==> config.mk <==
export PLATFORM = sky130hd
export DESIGN_NAME = mdp_param_ctrl
export DESIGN_NICKNAME = d
export VERILOG_FILES = /design/src/design/mdp_param_ctrl.v
export VERILOG_INCLUDE_DIRS = /design/src /design/src/design
export SDC_FILE = /design/constraint.sdc
export NUM_CORES = 1
export LEC_CHECK = 0
export BUFFER_PORTS_ARGS = -buffer_cell sky130_fd_sc_hd__buf_2
export CAP_MARGIN = 0
export CORE_MARGIN = 5
export CORE_UTILIZATION = 55
export CTS_BUF_LIST = sky130_fd_sc_hd__clkbuf_16
export DETAILED_ROUTE_END_ITERATION = 8
export PLACE_DENSITY = 0.73
export REMOVE_ABC_BUFFERS = 1
export SLEW_MARGIN = 15
export SYNTH_ARGS = -nofsm -noshare
export SYNTH_HDL_FRONTEND = slang
export SYNTH_SLANG_ARGS = --single-unit
==> constraint.sdc <==
create_clock -name i_clock -period 5.6 [get_ports i_clock]
set_clock_uncertainty 0.1 [all_clocks]
set_input_delay 0.56 -clock i_clock [delete_from_list [all_inputs] [get_ports i_clock]]
set_output_delay 0.56 -clock i_clock [all_outputs]
set_load 0.02 [all_outputs]
==> src/design/mdp_map.vh <==
// Register map, field layout and reset values of the parameter block.
// Included by the parameter controller; holds definitions only.
`ifndef MDP_MAP_VH
`define MDP_MAP_VH
`define MDP_ADDR_W 8
`define MDP_OFF_STOP_ACT 8'h00
`define MDP_OFF_OT_ACT 8'h04
`define MDP_OFF_HOME_DIR 8'h08
`define MDP_OFF_DEV_ALARM 8'h0c
`define MDP_OFF_DEV_WARN 8'h10
`define MDP_OFF_MODE 8'h14
`define MDP_OFF_POS_GAIN 8'h18
`define MDP_OFF_HOME_ACC 8'h1c
`define MDP_OFF_STATUS 8'h20
`define MDP_OFF_IRQ_STAT 8'h24
`define MDP_OFF_IRQ_MASK 8'h28
`define MDP_RST_STOP_ACT 2'h0
`define MDP_RST_OT_ACT 1'h0
`define MDP_RST_HOME_DIR 1'h1
`define MDP_RST_DEV_ALARM 15'h07d0
`define MDP_RST_DEV_WARN 15'h07d0
`define MDP_RST_MODE 3'h0
`define MDP_RST_POS_GAIN 7'h07
`define MDP_RST_HOME_ACC 15'h0064
`define MDP_RST_IRQ_MASK 3'h0
`define MDP_THR_MIN 15'h0001
`define MDP_THR_MAX 15'h7530
`define MDP_STEPS_PER_CREV 3'h5
`define MDP_MODE_POS_BIT 0
`define MDP_MODE_HOLD_BIT 1
`define MDP_MODE_LEGACY_BIT 2
`define MDP_IRQ_ALARM_BIT 0
`define MDP_IRQ_WARN_BIT 1
`define MDP_IRQ_STOP_BIT 2
`define MDP_STAT_SPARE_BIT 0
`define MDP_STAT_IRQ_BIT 1
`define MDP_STAT_STOP_LSB 2
`define MDP_STAT_OT_BIT 4
`define MDP_STAT_HDIR_BIT 5
`define MDP_STAT_MODE_LSB 6
`define MDP_STAT_RUN_BIT 9
`define MDP_STAT_ALARM_BIT 10
`define MDP_STAT_WARN_BIT 11
`define MDP_STOP_IMM 2'h0
`define MDP_STOP_DEC 2'h1
`define MDP_STOP_IMM_OFF 2'h2
`define MDP_STOP_DEC_OFF 2'h3
`define MDP_NV_WORDS 8
`endif

==> src/design/mdp_param_ctrl.v <==
// Parameter store, stop reaction and deviation monitor of a motor driver.
// Assumes one 50 MHz clock, synchronous inputs and a plain register port.
//
// Overview of operation
// - Every written parameter is also kept in storage surviving power loss.
// - Immediate-class parameters apply in the cycle after their write.
// - Stop-class parameters apply only once the motor is not running.
// - Power-cycle-class parameters apply only after the next reset.
// - Stop reaction codes 0..3: immediate, decelerate, each optionally current off.
// - Speed control without hold: 0,2 immediate; 1,3 decelerating stop.
// - One step equals 0.72 degrees, so 500 steps per revolution.
// - Alarm when deviation exceeds threshold of 0.01..300.00 rev, default 20.00.
// - Position control only: warning on its own threshold, default 20.00.
// - Speed control: gain and filters act only when servo hold selected.
// - Home seeking starts negative for 0, positive for 1; default 1.
// - Home acceleration setting has no effect in legacy mode.
`timescale 1ns/100ps
`include "mdp_map.vh"
module mdp_param_ctrl (
   // Clock, reset, enable
   input wire i_clock,
   input wire i_reset,
   input wire i_clock_enable,
   // Register port
   input wire [7:0] i_addr,
   input wire [31:0] i_wdata,
   input wire i_write,
   input wire i_read,
   output reg [31:0] o_rdata,
   // Storage and motor status
   input wire i_nv_ok,
   input wire i_motor_running,
   input wire i_stop_req,
   input wire i_overtravel,
   input wire [23:0] i_deviation,
   // Motor control outputs
   output reg o_stop_immediate,
   output reg o_stop_decel,
   output reg o_current_off,
   output reg o_home_dir_pos,
   output reg [14:0] o_home_accel,
   output reg o_home_accel_en,
   output reg [6:0] o_pos_gain,
   output reg o_loop_filters_en,
   output reg o_alarm,
   output reg o_warning,
   // Interrupt
   output wire o_irq
);
   // Storage image; no reset so its contents outlive i_reset
   reg [14:0] nv_mem [0:`MDP_NV_WORDS-1];
   // Written (pending) values
   // Reads return these, not the applied copies
   reg [1:0] stop_act_reg;
   reg ot_act_reg;
   reg home_dir_reg;
   reg [14:0] dev_alarm_reg;
   reg [14:0] dev_warn_reg;
   reg [2:0] mode_reg;
   reg [6:0] pos_gain_reg;
   reg [14:0] home_acc_reg;
   // Applied values
   reg [1:0] stop_act_app_reg;
   reg ot_act_app_reg;
   reg home_dir_app_reg;
   reg [2:0] mode_app_reg;
   reg [2:0] irq_stat_reg;
   reg [2:0] irq_mask_reg;
   reg stop_prev_reg;
   reg [2:0] irq_set;
   reg [31:0] rdata_next;
   reg [1:0] stop_eff;
   wire wr_stop = i_write && (i_addr == `MDP_OFF_STOP_ACT);
   wire wr_ot = i_write && (i_addr == `MDP_OFF_OT_ACT);
   wire wr_home = i_write && (i_addr == `MDP_OFF_HOME_DIR);
   wire wr_alarm = i_write && (i_addr == `MDP_OFF_DEV_ALARM);
   wire wr_warn = i_write && (i_addr == `MDP_OFF_DEV_WARN);
   wire wr_mode = i_write && (i_addr == `MDP_OFF_MODE);
   wire wr_gain = i_write && (i_addr == `MDP_OFF_POS_GAIN);
   wire wr_hacc = i_write && (i_addr == `MDP_OFF_HOME_ACC);
   wire wr_istat = i_write && (i_addr == `MDP_OFF_IRQ_STAT);
   wire wr_imask = i_write && (i_addr == `MDP_OFF_IRQ_MASK);
   wire [14:0] thr_in = i_wdata[14:0];
   // Out-of-range thresholds are clamped rather than dropped
   wire [14:0] thr_clamp = (thr_in < `MDP_THR_MIN) ? `MDP_THR_MIN :
      (thr_in > `MDP_THR_MAX) ? `MDP_THR_MAX : thr_in;
   // Threshold in 0.01 rev times 5 steps gives steps
   wire [23:0] alarm_steps = {9'h000, dev_alarm_reg} * {21'h000000, `MDP_STEPS_PER_CREV};
   wire [23:0] warn_steps = {9'h000, dev_warn_reg} * {21'h000000, `MDP_STEPS_PER_CREV};
   wire pos_mode = mode_app_reg[`MDP_MODE_POS_BIT];
   wire hold = mode_app_reg[`MDP_MODE_HOLD_BIT];
   wire legacy = mode_app_reg[`MDP_MODE_LEGACY_BIT];
   // Strictly above; a deviation equal to the threshold is still in range
   wire alarm_now = i_deviation > alarm_steps;
   wire warn_now = pos_mode && (i_deviation > warn_steps);
   wire stop_edge = i_stop_req && !stop_prev_reg;
   // Immediate class: a write reaches the outputs at its own edge, no extra cycle
   wire [6:0] gain_now = wr_gain ? i_wdata[6:0] : pos_gain_reg;
   wire [14:0] hacc_now = wr_hacc ? i_wdata[14:0] : home_acc_reg;
   // Write-one-to-clear mask for the sticky status
   wire [2:0] irq_clr = wr_istat ? i_wdata[2:0] : 3'h0;

   // Status word, read-only
   wire [11:0] status_word;
   assign status_word[`MDP_STAT_SPARE_BIT] = 1'b0;
   assign status_word[`MDP_STAT_IRQ_BIT] = o_irq;
   assign status_word[`MDP_STAT_STOP_LSB +: 2] = stop_act_app_reg;
   assign status_word[`MDP_STAT_OT_BIT] = ot_act_app_reg;
   assign status_word[`MDP_STAT_HDIR_BIT] = home_dir_app_reg;
   assign status_word[`MDP_STAT_MODE_LSB +: 3] = mode_app_reg;
   assign status_word[`MDP_STAT_RUN_BIT] = i_motor_running;
   assign status_word[`MDP_STAT_ALARM_BIT] = o_alarm;
   assign status_word[`MDP_STAT_WARN_BIT] = o_warning;

   // Written values; reset restores from storage when it is valid
   always @(posedge i_clock) begin
      if (i_reset) begin
         stop_act_reg <= i_nv_ok ? nv_mem[0][1:0] : `MDP_RST_STOP_ACT;
         ot_act_reg <= i_nv_ok ? nv_mem[1][0] : `MDP_RST_OT_ACT;
         home_dir_reg <= i_nv_ok ? nv_mem[2][0] : `MDP_RST_HOME_DIR;
         dev_alarm_reg <= i_nv_ok ? nv_mem[3] : `MDP_RST_DEV_ALARM;
         dev_warn_reg <= i_nv_ok ? nv_mem[4] : `MDP_RST_DEV_WARN;
         mode_reg <= i_nv_ok ? nv_mem[5][2:0] : `MDP_RST_MODE;
         pos_gain_reg <= i_nv_ok ? nv_mem[6][6:0] : `MDP_RST_POS_GAIN;
         home_acc_reg <= i_nv_ok ? nv_mem[7] : `MDP_RST_HOME_ACC;
      end else if (i_clock_enable) begin
         if (wr_stop) begin
            stop_act_reg <= i_wdata[1:0];
         end
         if (wr_ot) begin
            ot_act_reg <= i_wdata[0];
         end
         if (wr_home) begin
            home_dir_reg <= i_wdata[0];
         end
         if (wr_alarm) begin
            dev_alarm_reg <= thr_clamp;
         end
         if (wr_warn) begin
            dev_warn_reg <= thr_clamp;
         end
         if (wr_mode) begin
            mode_reg <= i_wdata[2:0];
         end
         if (wr_gain) begin
            pos_gain_reg <= i_wdata[6:0];
         end
         if (wr_hacc) begin
            home_acc_reg <= i_wdata[14:0];
         end
      end
   end

   // Storage image follows every parameter write
   always @(posedge i_clock) begin
      if (i_clock_enable) begin
         if (wr_stop) begin
            nv_mem[0] <= {13'h0000, i_wdata[1:0]};
         end
         if (wr_ot) begin
            nv_mem[1] <= {14'h0000, i_wdata[0]};
         end
         if (wr_home) begin
            nv_mem[2] <= {14'h0000, i_wdata[0]};
         end
         if (wr_alarm) begin
            nv_mem[3] <= thr_clamp;
         end
         if (wr_warn) begin
            nv_mem[4] <= thr_clamp;
         end
         if (wr_mode) begin
            nv_mem[5] <= {12'h000, i_wdata[2:0]};
         end
         if (wr_gain) begin
            nv_mem[6] <= {8'h00, i_wdata[6:0]};
         end
         if (wr_hacc) begin
            nv_mem[7] <= i_wdata[14:0];
         end
      end
   end

   // Applied copies of deferred classes
   always @(posedge i_clock) begin
      if (i_reset) begin
         stop_act_app_reg <= i_nv_ok ? nv_mem[0][1:0] : `MDP_RST_STOP_ACT;
         ot_act_app_reg <= i_nv_ok ? nv_mem[1][0] : `MDP_RST_OT_ACT;
         home_dir_app_reg <= i_nv_ok ? nv_mem[2][0] : `MDP_RST_HOME_DIR;
         // Mode waits for the next reset: it reshapes the whole loop
         mode_app_reg <= i_nv_ok ? nv_mem[5][2:0] : `MDP_RST_MODE;
      end else if (i_clock_enable) begin
         // Changing reaction mid-move could strand a half-done stop
         if (!i_motor_running) begin
            stop_act_app_reg <= stop_act_reg;
            ot_act_app_reg <= ot_act_reg;
            home_dir_app_reg <= home_dir_reg;
         end
      end
   end

   // Stop reaction code after control-mode folding
   always @* begin
      stop_eff = stop_act_app_reg;
      if (!pos_mode && !hold) begin
         stop_eff = {1'b0, stop_act_app_reg[0]};
      end
   end

   // Motor control outputs
   always @(posedge i_clock) begin
      if (i_reset) begin
         stop_prev_reg <= 1'b0;
         o_stop_immediate <= 1'b0;
         o_stop_decel <= 1'b0;
         o_current_off <= 1'b0;
         o_home_dir_pos <= `MDP_RST_HOME_DIR;
         o_home_accel <= 15'h0000;
         o_home_accel_en <= 1'b0;
         o_pos_gain <= 7'h00;
         o_loop_filters_en <= 1'b0;
         o_alarm <= 1'b0;
         o_warning <= 1'b0;
      end else if (i_clock_enable) begin
         stop_prev_reg <= i_stop_req;
         // Stop input outranks overtravel
         if (i_stop_req) begin
            o_stop_immediate <= !stop_eff[0];
            o_stop_decel <= stop_eff[0];
            o_current_off <= stop_eff[1];
         end else if (i_overtravel) begin
            o_stop_immediate <= !ot_act_app_reg;
            o_stop_decel <= ot_act_app_reg;
            o_current_off <= 1'b0;
         end else begin
            o_stop_immediate <= 1'b0;
            o_stop_decel <= 1'b0;
            o_current_off <= 1'b0;
         end
         o_home_dir_pos <= home_dir_app_reg;
         o_home_accel_en <= !legacy;
         o_home_accel <= legacy ? 15'h0000 : hacc_now;
         o_loop_filters_en <= pos_mode || hold;
         o_pos_gain <= (pos_mode || hold) ? gain_now : 7'h00;
         o_alarm <= alarm_now;
         o_warning <= warn_now;
      end
   end

   // Event sources for the sticky status
   always @* begin
      irq_set = 3'h0;
      irq_set[`MDP_IRQ_ALARM_BIT] = alarm_now && !o_alarm;
      irq_set[`MDP_IRQ_WARN_BIT] = warn_now && !o_warning;
      irq_set[`MDP_IRQ_STOP_BIT] = stop_edge;
   end

   // Sticky status, write one to clear; a new event wins
   always @(posedge i_clock) begin
      if (i_reset) begin
         irq_stat_reg <= 3'h0;
         irq_mask_reg <= `MDP_RST_IRQ_MASK;
      end else if (i_clock_enable) begin
         irq_stat_reg <= (irq_stat_reg & ~irq_clr) | irq_set;
         if (wr_imask) begin
            irq_mask_reg <= i_wdata[2:0];
         end
      end
   end

   // Level output; stays high until software clears or masks the event
   assign o_irq = |(irq_stat_reg & irq_mask_reg);

   // Read mux; unmapped offsets read zero
   always @* begin
      rdata_next = 32'h00000000;
      case (i_addr)
         `MDP_OFF_STOP_ACT: rdata_next[1:0] = stop_act_reg;
         `MDP_OFF_OT_ACT: rdata_next[0] = ot_act_reg;
         `MDP_OFF_HOME_DIR: rdata_next[0] = home_dir_reg;
         `MDP_OFF_DEV_ALARM: rdata_next[14:0] = dev_alarm_reg;
         `MDP_OFF_DEV_WARN: rdata_next[14:0] = dev_warn_reg;
         `MDP_OFF_MODE: rdata_next[2:0] = mode_reg;
         `MDP_OFF_POS_GAIN: rdata_next[6:0] = pos_gain_reg;
         `MDP_OFF_HOME_ACC: rdata_next[14:0] = home_acc_reg;
         `MDP_OFF_STATUS: rdata_next[11:0] = status_word;
         `MDP_OFF_IRQ_STAT: rdata_next[2:0] = irq_stat_reg;
         `MDP_OFF_IRQ_MASK: rdata_next[2:0] = irq_mask_reg;
         default: rdata_next = 32'h00000000;
      endcase
   end

   always @(posedge i_clock) begin
      if (i_reset) begin
         o_rdata <= 32'h00000000;
      end else if (i_clock_enable) begin
         // One cycle only, so a stale word never looks fresh
         o_rdata <= i_read ? rdata_next : 32'h00000000;
      end
   end
endmodule // mdp_param_ctrl

# After elaboration in Yosys (flattened, before gate mapping)

Memory sizes are Yosys's and may differ from the RTL's.
Index checks and enable logic that the tools add are counted.
Widths: inputs -> output; s select.

Add/sub/neg operators: 0
Multipliers: 2
Div/mod/pow operators: 0
$lt $le $gt $ge: 4
Eq/ne operators: 11
Shift operators: 0
Multiplexer cells: 104
Bitwise gates (word level): 4
Reductions and logical operators: 48

Operators by type and width:

| operator              | count |
|---|---|
| $mux 15               | 23 |
| $reduce_or 15->1      | 7 |
| $mux 1                | 50 |
| $gt 24x18->1          | 2 |
| $mul 15x3->18 const B | 2 |
| $mux 3                | 12 |
| $mux 7                | 5 |
| $eq 8x5->1 const B    | 4 |
| $eq 8x6->1 const B    | 3 |
| $pmux 4 s5            | 1 |
| $pmux 5 s4            | 1 |
| $eq 8x4->1 const B    | 2 |
| $mux 2                | 8 |
| $reduce_and 2->1      | 8 |
| $gt 15x15->1 const B  | 1 |
| $logic_and 1x1->1     | 15 |
| $lt 15x1->1 const B   | 1 |
| $reduce_bool 2->1     | 7 |
| $pmux 1 s10           | 1 |
| $pmux 1 s9            | 1 |
| $pmux 3 s3            | 1 |
| $eq 8x3->1 const B    | 1 |
| $logic_not 1->1       | 8 |
| $logic_not 8->1       | 1 |
| 7 further kinds       | 8 |

Bits in registers: 135
Latch bits: 0
Bits in writable memories: 120
Memory bits (read-only): 0
Bits of input ports: 73
Output and inout port bits: 63
Word-level logic and storage cells: 200
Memories kept: 1

Memory list:

| memory | depth | bits a word | read ports | clocked after memory_dff | write ports | line                | source |
|---|---|---|---|---|---|---|---|
| nv_mem | 8     | 15          | 8          | 0                        | 1           | mdp_param_ctrl.v:51 | `` reg [14:0] nv_mem [0:`MDP_NV_WORDS-1]; `` |

# Depth between registers and ports, before layout

Gate-level depths: netlist of run 1.

Depth in word-level cells: 13
Mapped depth: 16

# Worst setup path after synthesis of run 1

OpenSTA, ideal clock, no wires.

Path type: register to register
Start point: reg dev_alarm_reg[3]
End point: reg irq_stat_reg[0]
Library setup time: 0.126 ns
Arrival time: 3.935 ns
Data required time: 5.374 ns
Path slack: 1.438 ns
Stages on the path, launching flop included: 16
Path buffers: 0
Period minus slack after synthesis: 4.162 ns
Cell sequence: edfxtp_1 ha_1 ha_1 fa_1 a211oi_1 nor2_1 o31a_1 a221oi_1 a21oi_1 xnor2_1 ha_1 nand4_1 or4_1 o31a_1 o21ai_1 o21ai_1

Cells in the longest elaborated chain, start to end: 4

RTL lines:

| element                | line                 | source |
|---|---|---|
| from (decl)            | mdp_param_ctrl.v:57  | `reg [14:0] dev_alarm_reg;` |
| from (signal assigned) | mdp_param_ctrl.v:121 | `` dev_alarm_reg <= i_nv_ok ? nv_mem[3] : `MDP_RST_DEV_ALARM; `` |
| from (signal assigned) | mdp_param_ctrl.v:137 | `dev_alarm_reg <= thr_clamp;` |
| $mul 15x3->18          | mdp_param_ctrl.v:88  | `` wire [23:0] alarm_steps = {9'h000, dev_alarm_reg} * {21'h000000, `MDP_STEPS_PER_CREV}; `` |
| $gt 24x18->1           | mdp_param_ctrl.v:94  | `wire alarm_now = i_deviation > alarm_steps;` |
| $logic_and 1x1->1      | mdp_param_ctrl.v:253 | `` irq_set[`MDP_IRQ_ALARM_BIT] = alarm_now && !o_alarm; `` |
| $or 3x3->3             | mdp_param_ctrl.v:264 | `irq_stat_reg <= (irq_stat_reg & ~irq_clr) \| irq_set;` |
| to (signal assigned)   | mdp_param_ctrl.v:264 |  |
| to (decl)              | mdp_param_ctrl.v:67  | `reg [2:0] irq_stat_reg;` |

No other way between the ends.
A chain may end at the register's enable or synchronous reset.

# Worst setup path in the final report of run 1

Ends and elaborated chain as after synthesis.

==> flow_summary.json, run 1 <==
{
  "status": "finished clean",
  "clk_path_buf_depth": 2,
  "largest_reg_flops": 59,
  "synth_cell_types": 71,
  "rows": 48,
  "fin_setup_tns_ns": 0,
  "syn_inst": 880,
  "dieArea_um2": 20400,
  "drc_errors": 0,
  "num_antenna_cells": 0,
  "grt_pass1_wl_um": 37500,
  "fin_crit_ns": 4.56,
  "dr_total_vias": 7328,
  "critPathLaunchType": "flip-flop",
  "cp-end-kind": "flip-flop",
  "slew_viol_final": 0,
  "core_area_um2": 17300,
  "ys_top_cells_by_area": "edfxtp_1 (39%), ha_1 (11%), dfxtp_1 (11%)",
  "p_per_area_nw_per_um2": 294,
  "area_growth_pct": 12.5,
  "post_route_cells_drive_above_1_share": 0.163,
  "drtIter0Drc": 720,
  "yosys.area.top_type_share": 0.387,
  "final_cell_mix": "edfxtp_1 (125), buf_2 (101), nand2_1 (93), ha_1 (88), dfxtp_1 (52)",
  "ys_seq_elements": 177,
  "fmax_ghz": 0.219,
  "cts_tree": "built",
  "synth_seq_area_share": 0.494,
  "hold_path.class": "primary input to flip-flop",
  "cts-root-buf": "clkbuf_16",
  "syn_area_um2": 9700,
  "dpl_worst_slack_ns": 1.06,
  "vdd_drop_max_mv": 0.231,
  "grt_util_all_layers": 0.238,
  "place_area_um2": 10300,
  "holdBufCountCts": 0,
  "cts_sinks": 177,
  "gr-total-overflow": 0,
  "worstMarginPinSlew_ns": 1.25,
  "critical_path_class": "flip-flop to flip-flop",
  "drv_cap": 0,
  "ys.flop_type": "edfxtp_1",
  "drt-pass1-iter-count": 6,
  "worst_slack_ns": 1.04,
  "dp_hpwl_um": 17600,
  "ys_warn_count": 0,
  "cts_buffers": 17,
  "clkTransAtPathRegs_ns": 0.06,
  "portBuffers": 101,
  "clk_latency_ns": 0.43,
  "ant_nets": 0,
  "period_share": 0.814,
  "avgSynthCellArea_um2": 11.0,
  "fin_area_um2": 10900,
  "nets": 1134,
  "cpMostUsedCell": "ha_1",
  "n_fill_cell": 1411,
  "cts_resized": 0,
  "place.gp.congestion": 0.840,
  "grt_pass1_vias": 7041,
  "slowest_delay_ns": 0.58,
  "setup_viol": 0,
  "yosys.area.top_type": "edfxtp_1",
  "num_io_pins": 136,
  "fp.dieW_um": 143,
  "post-route-util": 0.631,
  "wl_um": 24000,
  "synth_edf_count": 125,
  "top_register": "nv_mem",
  "final_common_cell": "edfxtp_1",
  "cp.required_ns": 5.81,
  "critPathSlowestCell": "or4_1",
  "grt_max_degree": 43,
  "rsz0062_at_grt": "false",
  "avgViaCountPerCell": 6.06,
  "start_util": 0.561,
  "h-tree-depth": 4,
  "cts_setup_buffers": 0,
  "antenna_found_initial": 0,
  "async_flop_share": 0,
  "leakage_uw": 0.00463,
  "path_max_fanout": 3,
  "max-slew-margin-rel": 0.159,
  "hold_viol": 0,
  "wl_per_cell_um": 19.9,
  "critPathArrivalTime_ns": 4.77,
  "die_y_um": 143,
  "finalPower_uw": 3200,
  "crit_chain": "ha_1 > ha_1 > fa_1 > a211oi_1 > nor2_1 > o31a_1 > a221oi_1 > a21oi_1 > xnor2_1 > ha_1 > nand4_1 > or4_1 > o31a_1 > o21ai_1 > o21ai_1"
}
-- through the flow --
| stage | cells | hold WS (ns) |
|---|---|---|
| final | 1209 | 0.297 |
| after global routing | 1209 | 0.289 |
| after CTS | 1209 | 0.276 |
| after detailed placement | 1177 | 0.334 |
| after global placement | 1177 | 0.327 |
| after floorplan | 843 | 0.359 |
-- worst paths after layout --
kind / start / to / slack [ns] / cells after the start
worst max-delay path: dev_alarm_reg[3] / irq_stat_reg[0] / 1.04 / 15
worst max register to register: dev_alarm_reg[3] / irq_stat_reg[0] / 1.04 / 15
worst min register to register: o_rdata[4] / o_rdata[4] / 0.34 / 1
worst min-delay path: i_wdata[12] / nv_mem[1][57] / 0.30 / 1
-- where the power goes --
| part | leakage, uW | switching [uW] | internal [uW] |
|---|---|---|---|
| clock network | 0.000290 | 479 | 654 |
| logic | 0.00273 | 334 | 233 |
| registers | 0.00162 | 45.8 | 1460 |
-- metal layers --
layer,track usage,vias to the layer above,part of all wire
li1,-,3475,-
met2,0.361,348,0.44
met5,0,-,0
met4,0.0755,0,0.022
met1,0.348,3463,0.44
met3,0.0455,42,0.096
-- critical path: cells and delay by family, from the launching register on --
kind / cells / cell delay (ns)
AOI/OAI and AO/OA: 7 / 1.61
adders and majority gates: 4 / 1.31
and+or+nand+nor: 3 / 0.81
DFF: 1 / 0.43
xor gates and xnor gates: 1 / 0.17
-- synth_stat cells (all sizes together) (5+ instances only) --
cell,n
a22o,15
dfxtp,52
and2,16
inv,23
nand2,95
xor2,13
nand3,11
mux2,7
nor4,7
edfxtp,125
a221oi,8
nand4,7
clkbuf,27
or2,8
nor3,10
o21a,7
a211o,5
a21o,20
o21ai,70
ha,88
buf,26
a222oi,6
nor2b,8
o22a,15
mux2i,22
xnor2,10
nor2,54
a21oi,34
a32o,7
a22oi,10
a211oi,7
nand2b,9
-- cell families (layout without fill, tap and decap cells) --
family / Yosys count / count (layout) / share of synthesized area
fa+ha+maj: 90 / 90 / 0.118
flops: 177 / 177 / 0.494
other cells: 1 / 17 / 0.000387
mux: 29 / 29 / 0.0328
xor+xnor: 23 / 23 / 0.0208
buf+inv: 76 / 164 / 0.0373
simple gates: 245 / 245 / 0.127
compound gates: 239 / 239 / 0.170
-- area by class of cell --
class	count	area (um^2)	area share
Clock inverter	13	90.1	0.00826
Sequential cell	177	4790	0.440
Timing Repair Buffer	109	566	0.0518
Multi-Input combinational cell	643	4620	0.423
Clock buffer	19	475	0.0436
Tap cell	225	282	0.0258
Inverter	23	86.3	0.00791
No activity file was read; power rests on OpenSTA's default activity.
==> run 2, diff against run 1 <==
--- a/config.mk
+++ b/config.mk
@@ -9,10 +9,10 @@
 export BUFFER_PORTS_ARGS = -buffer_cell sky130_fd_sc_hd__buf_2
 export CAP_MARGIN = 0
 export CORE_MARGIN = 5
-export CORE_UTILIZATION = 55
+export CORE_UTILIZATION = 53
 export CTS_BUF_LIST = sky130_fd_sc_hd__clkbuf_16
 export DETAILED_ROUTE_END_ITERATION = 8
-export PLACE_DENSITY = 0.73
+export PLACE_DENSITY = 0.74
 export REMOVE_ABC_BUFFERS = 1
 export SLEW_MARGIN = 15
 export SYNTH_ARGS = -nofsm -noshare
==> constraint.sdc (replaced) <==
create_clock -name i_clock -period 4.1 [get_ports i_clock]
set_clock_uncertainty 0.1 [all_clocks]
set_input_delay 0.41 -clock i_clock [delete_from_list [all_inputs] [get_ports i_clock]]
set_output_delay 0.41 -clock i_clock [all_outputs]
set_load 0.02 [all_outputs]
==> flow_summary.json, run 2 (synthesized netlist as in run 1, its figures left out) <==
{
  "antenna_found_initial": 0,
  "period_share": 0.981,
  "core_area_um2": 18000,
  "place_area_um2": 10600,
  "leakage_uw": 0.00483,
  "p_per_area_nw_per_um2": 399,
  "fp.dieW_um": 145,
  "grt_max_degree": 40,
  "status": "finished clean",
  "p_int_uw": 3310,
  "final_common_cell": "edfxtp_1",
  "cpMostUsedCell": "o31a_1",
  "ant_nets": 0,
  "setup_viol": 0,
  "cp-end-kind": "flip-flop",
  "switching_share": 0.269,
  "pwr-share-clk": 0.354,
  "critPathLaunchType": "flip-flop",
  "cts_tree": "built",
  "rows": 49,
  "slew_viol_final": 0,
  "num_io_pins": 136,
  "dieArea_um2": 21100,
  "nets": 1173,
  "cts_sinks": 177,
  "die_y_um": 145,
  "largest_reg_flops": 59,
  "hold_viol": 0,
  "h-tree-depth": 4,
  "fin_cells": 1252,
  "vdd_drop_max_mv": 0.309,
  "combPwrFrac": 0.192,
  "critPathSlowestCell": "or4_4",
  "worstMarginPinSlew_ns": 0.905,
  "clk_latency_ns": 0.43,
  "clk_path_buf_depth": 2,
  "place.gp.congestion": 0.916,
  "critical_path_class": "flip-flop to flip-flop",
  "grt_pass1_wl_um": 39600,
  "rr_worst_depth": 16,
  "top_register": "nv_mem",
  "wl_per_cell_um": 20.3,
  "grt_pass1_vias": 7241,
  "hold_depth": 1,
  "hold_path.class": "primary input to flip-flop",
  "cp.required_ns": 4.32,
  "drt-pass1-iter-count": 6,
  "area_growth_pct": 17.0,
  "switching_power_uw": 1220,
  "cts-root-buf": "clkbuf_16",
  "max-slew-margin-rel": 0.396,
  "fin_crit_ns": 4.02,
  "num_antenna_cells": 0,
  "clkTransAtPathRegs_ns": 0.07,
  "path_max_fanout": 3,
  "gr-total-overflow": 0,
  "post-route-util": 0.632,
  "start_util": 0.540,
  "wl_um": 25500,
  "dpl.cell_count": 1214,
  "drc_errors": 0,
  "drtIter0Drc": 774,
  "final_cell_mix": "edfxtp_1 (125), buf_2 (101), nand2_1 (93), ha_1 (84), dfxtp_1 (52)",
  "dp_hpwl_um": 18800,
  "dr_total_vias": 7484,
  "crit_chain": "ha_1 > ha_2 > fa_2 > a211oi_2 > nor2_1 > o31a_1 > a221oi_2 > a21oi_2 > buf_4 > a31oi_4 > ha_4 > nand2_1 > or4_4 > o31a_1 > o21ai_2 > o21ai_1",
  "grt_util_all_layers": 0.233,
  "holdBufCountCts": 0,
  "fmax_ghz": 0.249,
  "avgViaCountPerCell": 5.98,
  "post_route_cells_drive_above_1_share": 0.211,
  "p_seq_frac": 0.453,
  "cts_buffers": 17,
  "hold_ws_ns": 0.155,
  "slowest_delay_ns": 0.54,
  "fin_area_um2": 11300,
  "critPathArrivalTime_ns": 4.24,
  "drv_cap": 0,
  "portBuffers": 101
}
## run 2: changes by cell type in the layout (fill, tap and decap cells not counted), moves of 2 or more
| cell | delta |
|---|---|
| buf_4 | +39 |
| a31oi_1 | -2 |
| o21ai_1 | -3 |
| ha_1 | -4 |
| clkbuf_16 | -2 |
| o21ai_2 | +3 |
| o31ai_1 | -2 |
| bufinv_16 | +2 |
| ha_4 | +3 |
## run 2: worst paths after layout
check                                 startpoint               to  slack (ns)
worst min-delay path                 i_wdata[12]    nv_mem[1][12]        0.16
worst min register to register        o_rdata[5]       o_rdata[5]        0.34
worst max-delay path            dev_alarm_reg[1]  irq_stat_reg[0]        0.08
worst max register to register  dev_alarm_reg[1]  irq_stat_reg[0]        0.08
## run 2: final cells by class
cell class,count,area [um^2]
well taps,229,287
inverters,23,86.3
clock inverters,15,150
repair buffers,148,858
multi-input cells,643,4750
flip-flops and latches,177,4790
clock buffers,17,425
fillers,1427,6610
## run 2: worst max-delay path, delay by kind of cell (launching register included)
| kind | cells | cell delay [ns] |
|---|---|---|
| compound gates | 8 | 1.45 |
| fa+ha+maj | 4 | 1.12 |
| buf+inv | 1 | 0.15 |
| flops | 1 | 0.41 |
| simple gates | 3 | 0.67 |
## run 2: per-stage QoR
| stage | power, uW | TNS (ns) | setup WS, ns |
|---|---|---|---|
| floorplan | 2600 | -0.108 | -0.0617 |
| detailed placement | 2910 | -0.485 | -0.252 |
| finish | 4530 | 0 | 0.0797 |
| CTS | 4510 | 0 | 0.00600 |
| global placement | 2890 | -0.262 | -0.135 |
| global route | 4720 | -0.130 | -0.0666 |
## run 2: per-layer routing
metal	vias up	global-route usage	routed length [um]
met3	27	0.0514	2010
met5	-	0	0
met2	320	0.351	11500
met1	3582	0.341	11600
met4	0	0.0658	425
li1	3555	-	-
## run 2: timing repair
action / in CTS / in global routing
cloned: 0 / 0
endpoints found under the setup margin: 4 / 4
gates resized for setup: 6 / 16
buffers inserted: 0 / 6
pin swaps: 2 / 14
## run 2: power groups by stage
stage | Combinational (uW) | Clock [uW] | Sequential (uW)
floorplan | 521 | 0 | 2080
global placement | 801 | 0 | 2090
detailed placement | 819 | 0 | 2090
CTS | 836 | 1620 | 2050
global route | 977 | 1690 | 2060
finish | 871 | 1600 | 2050
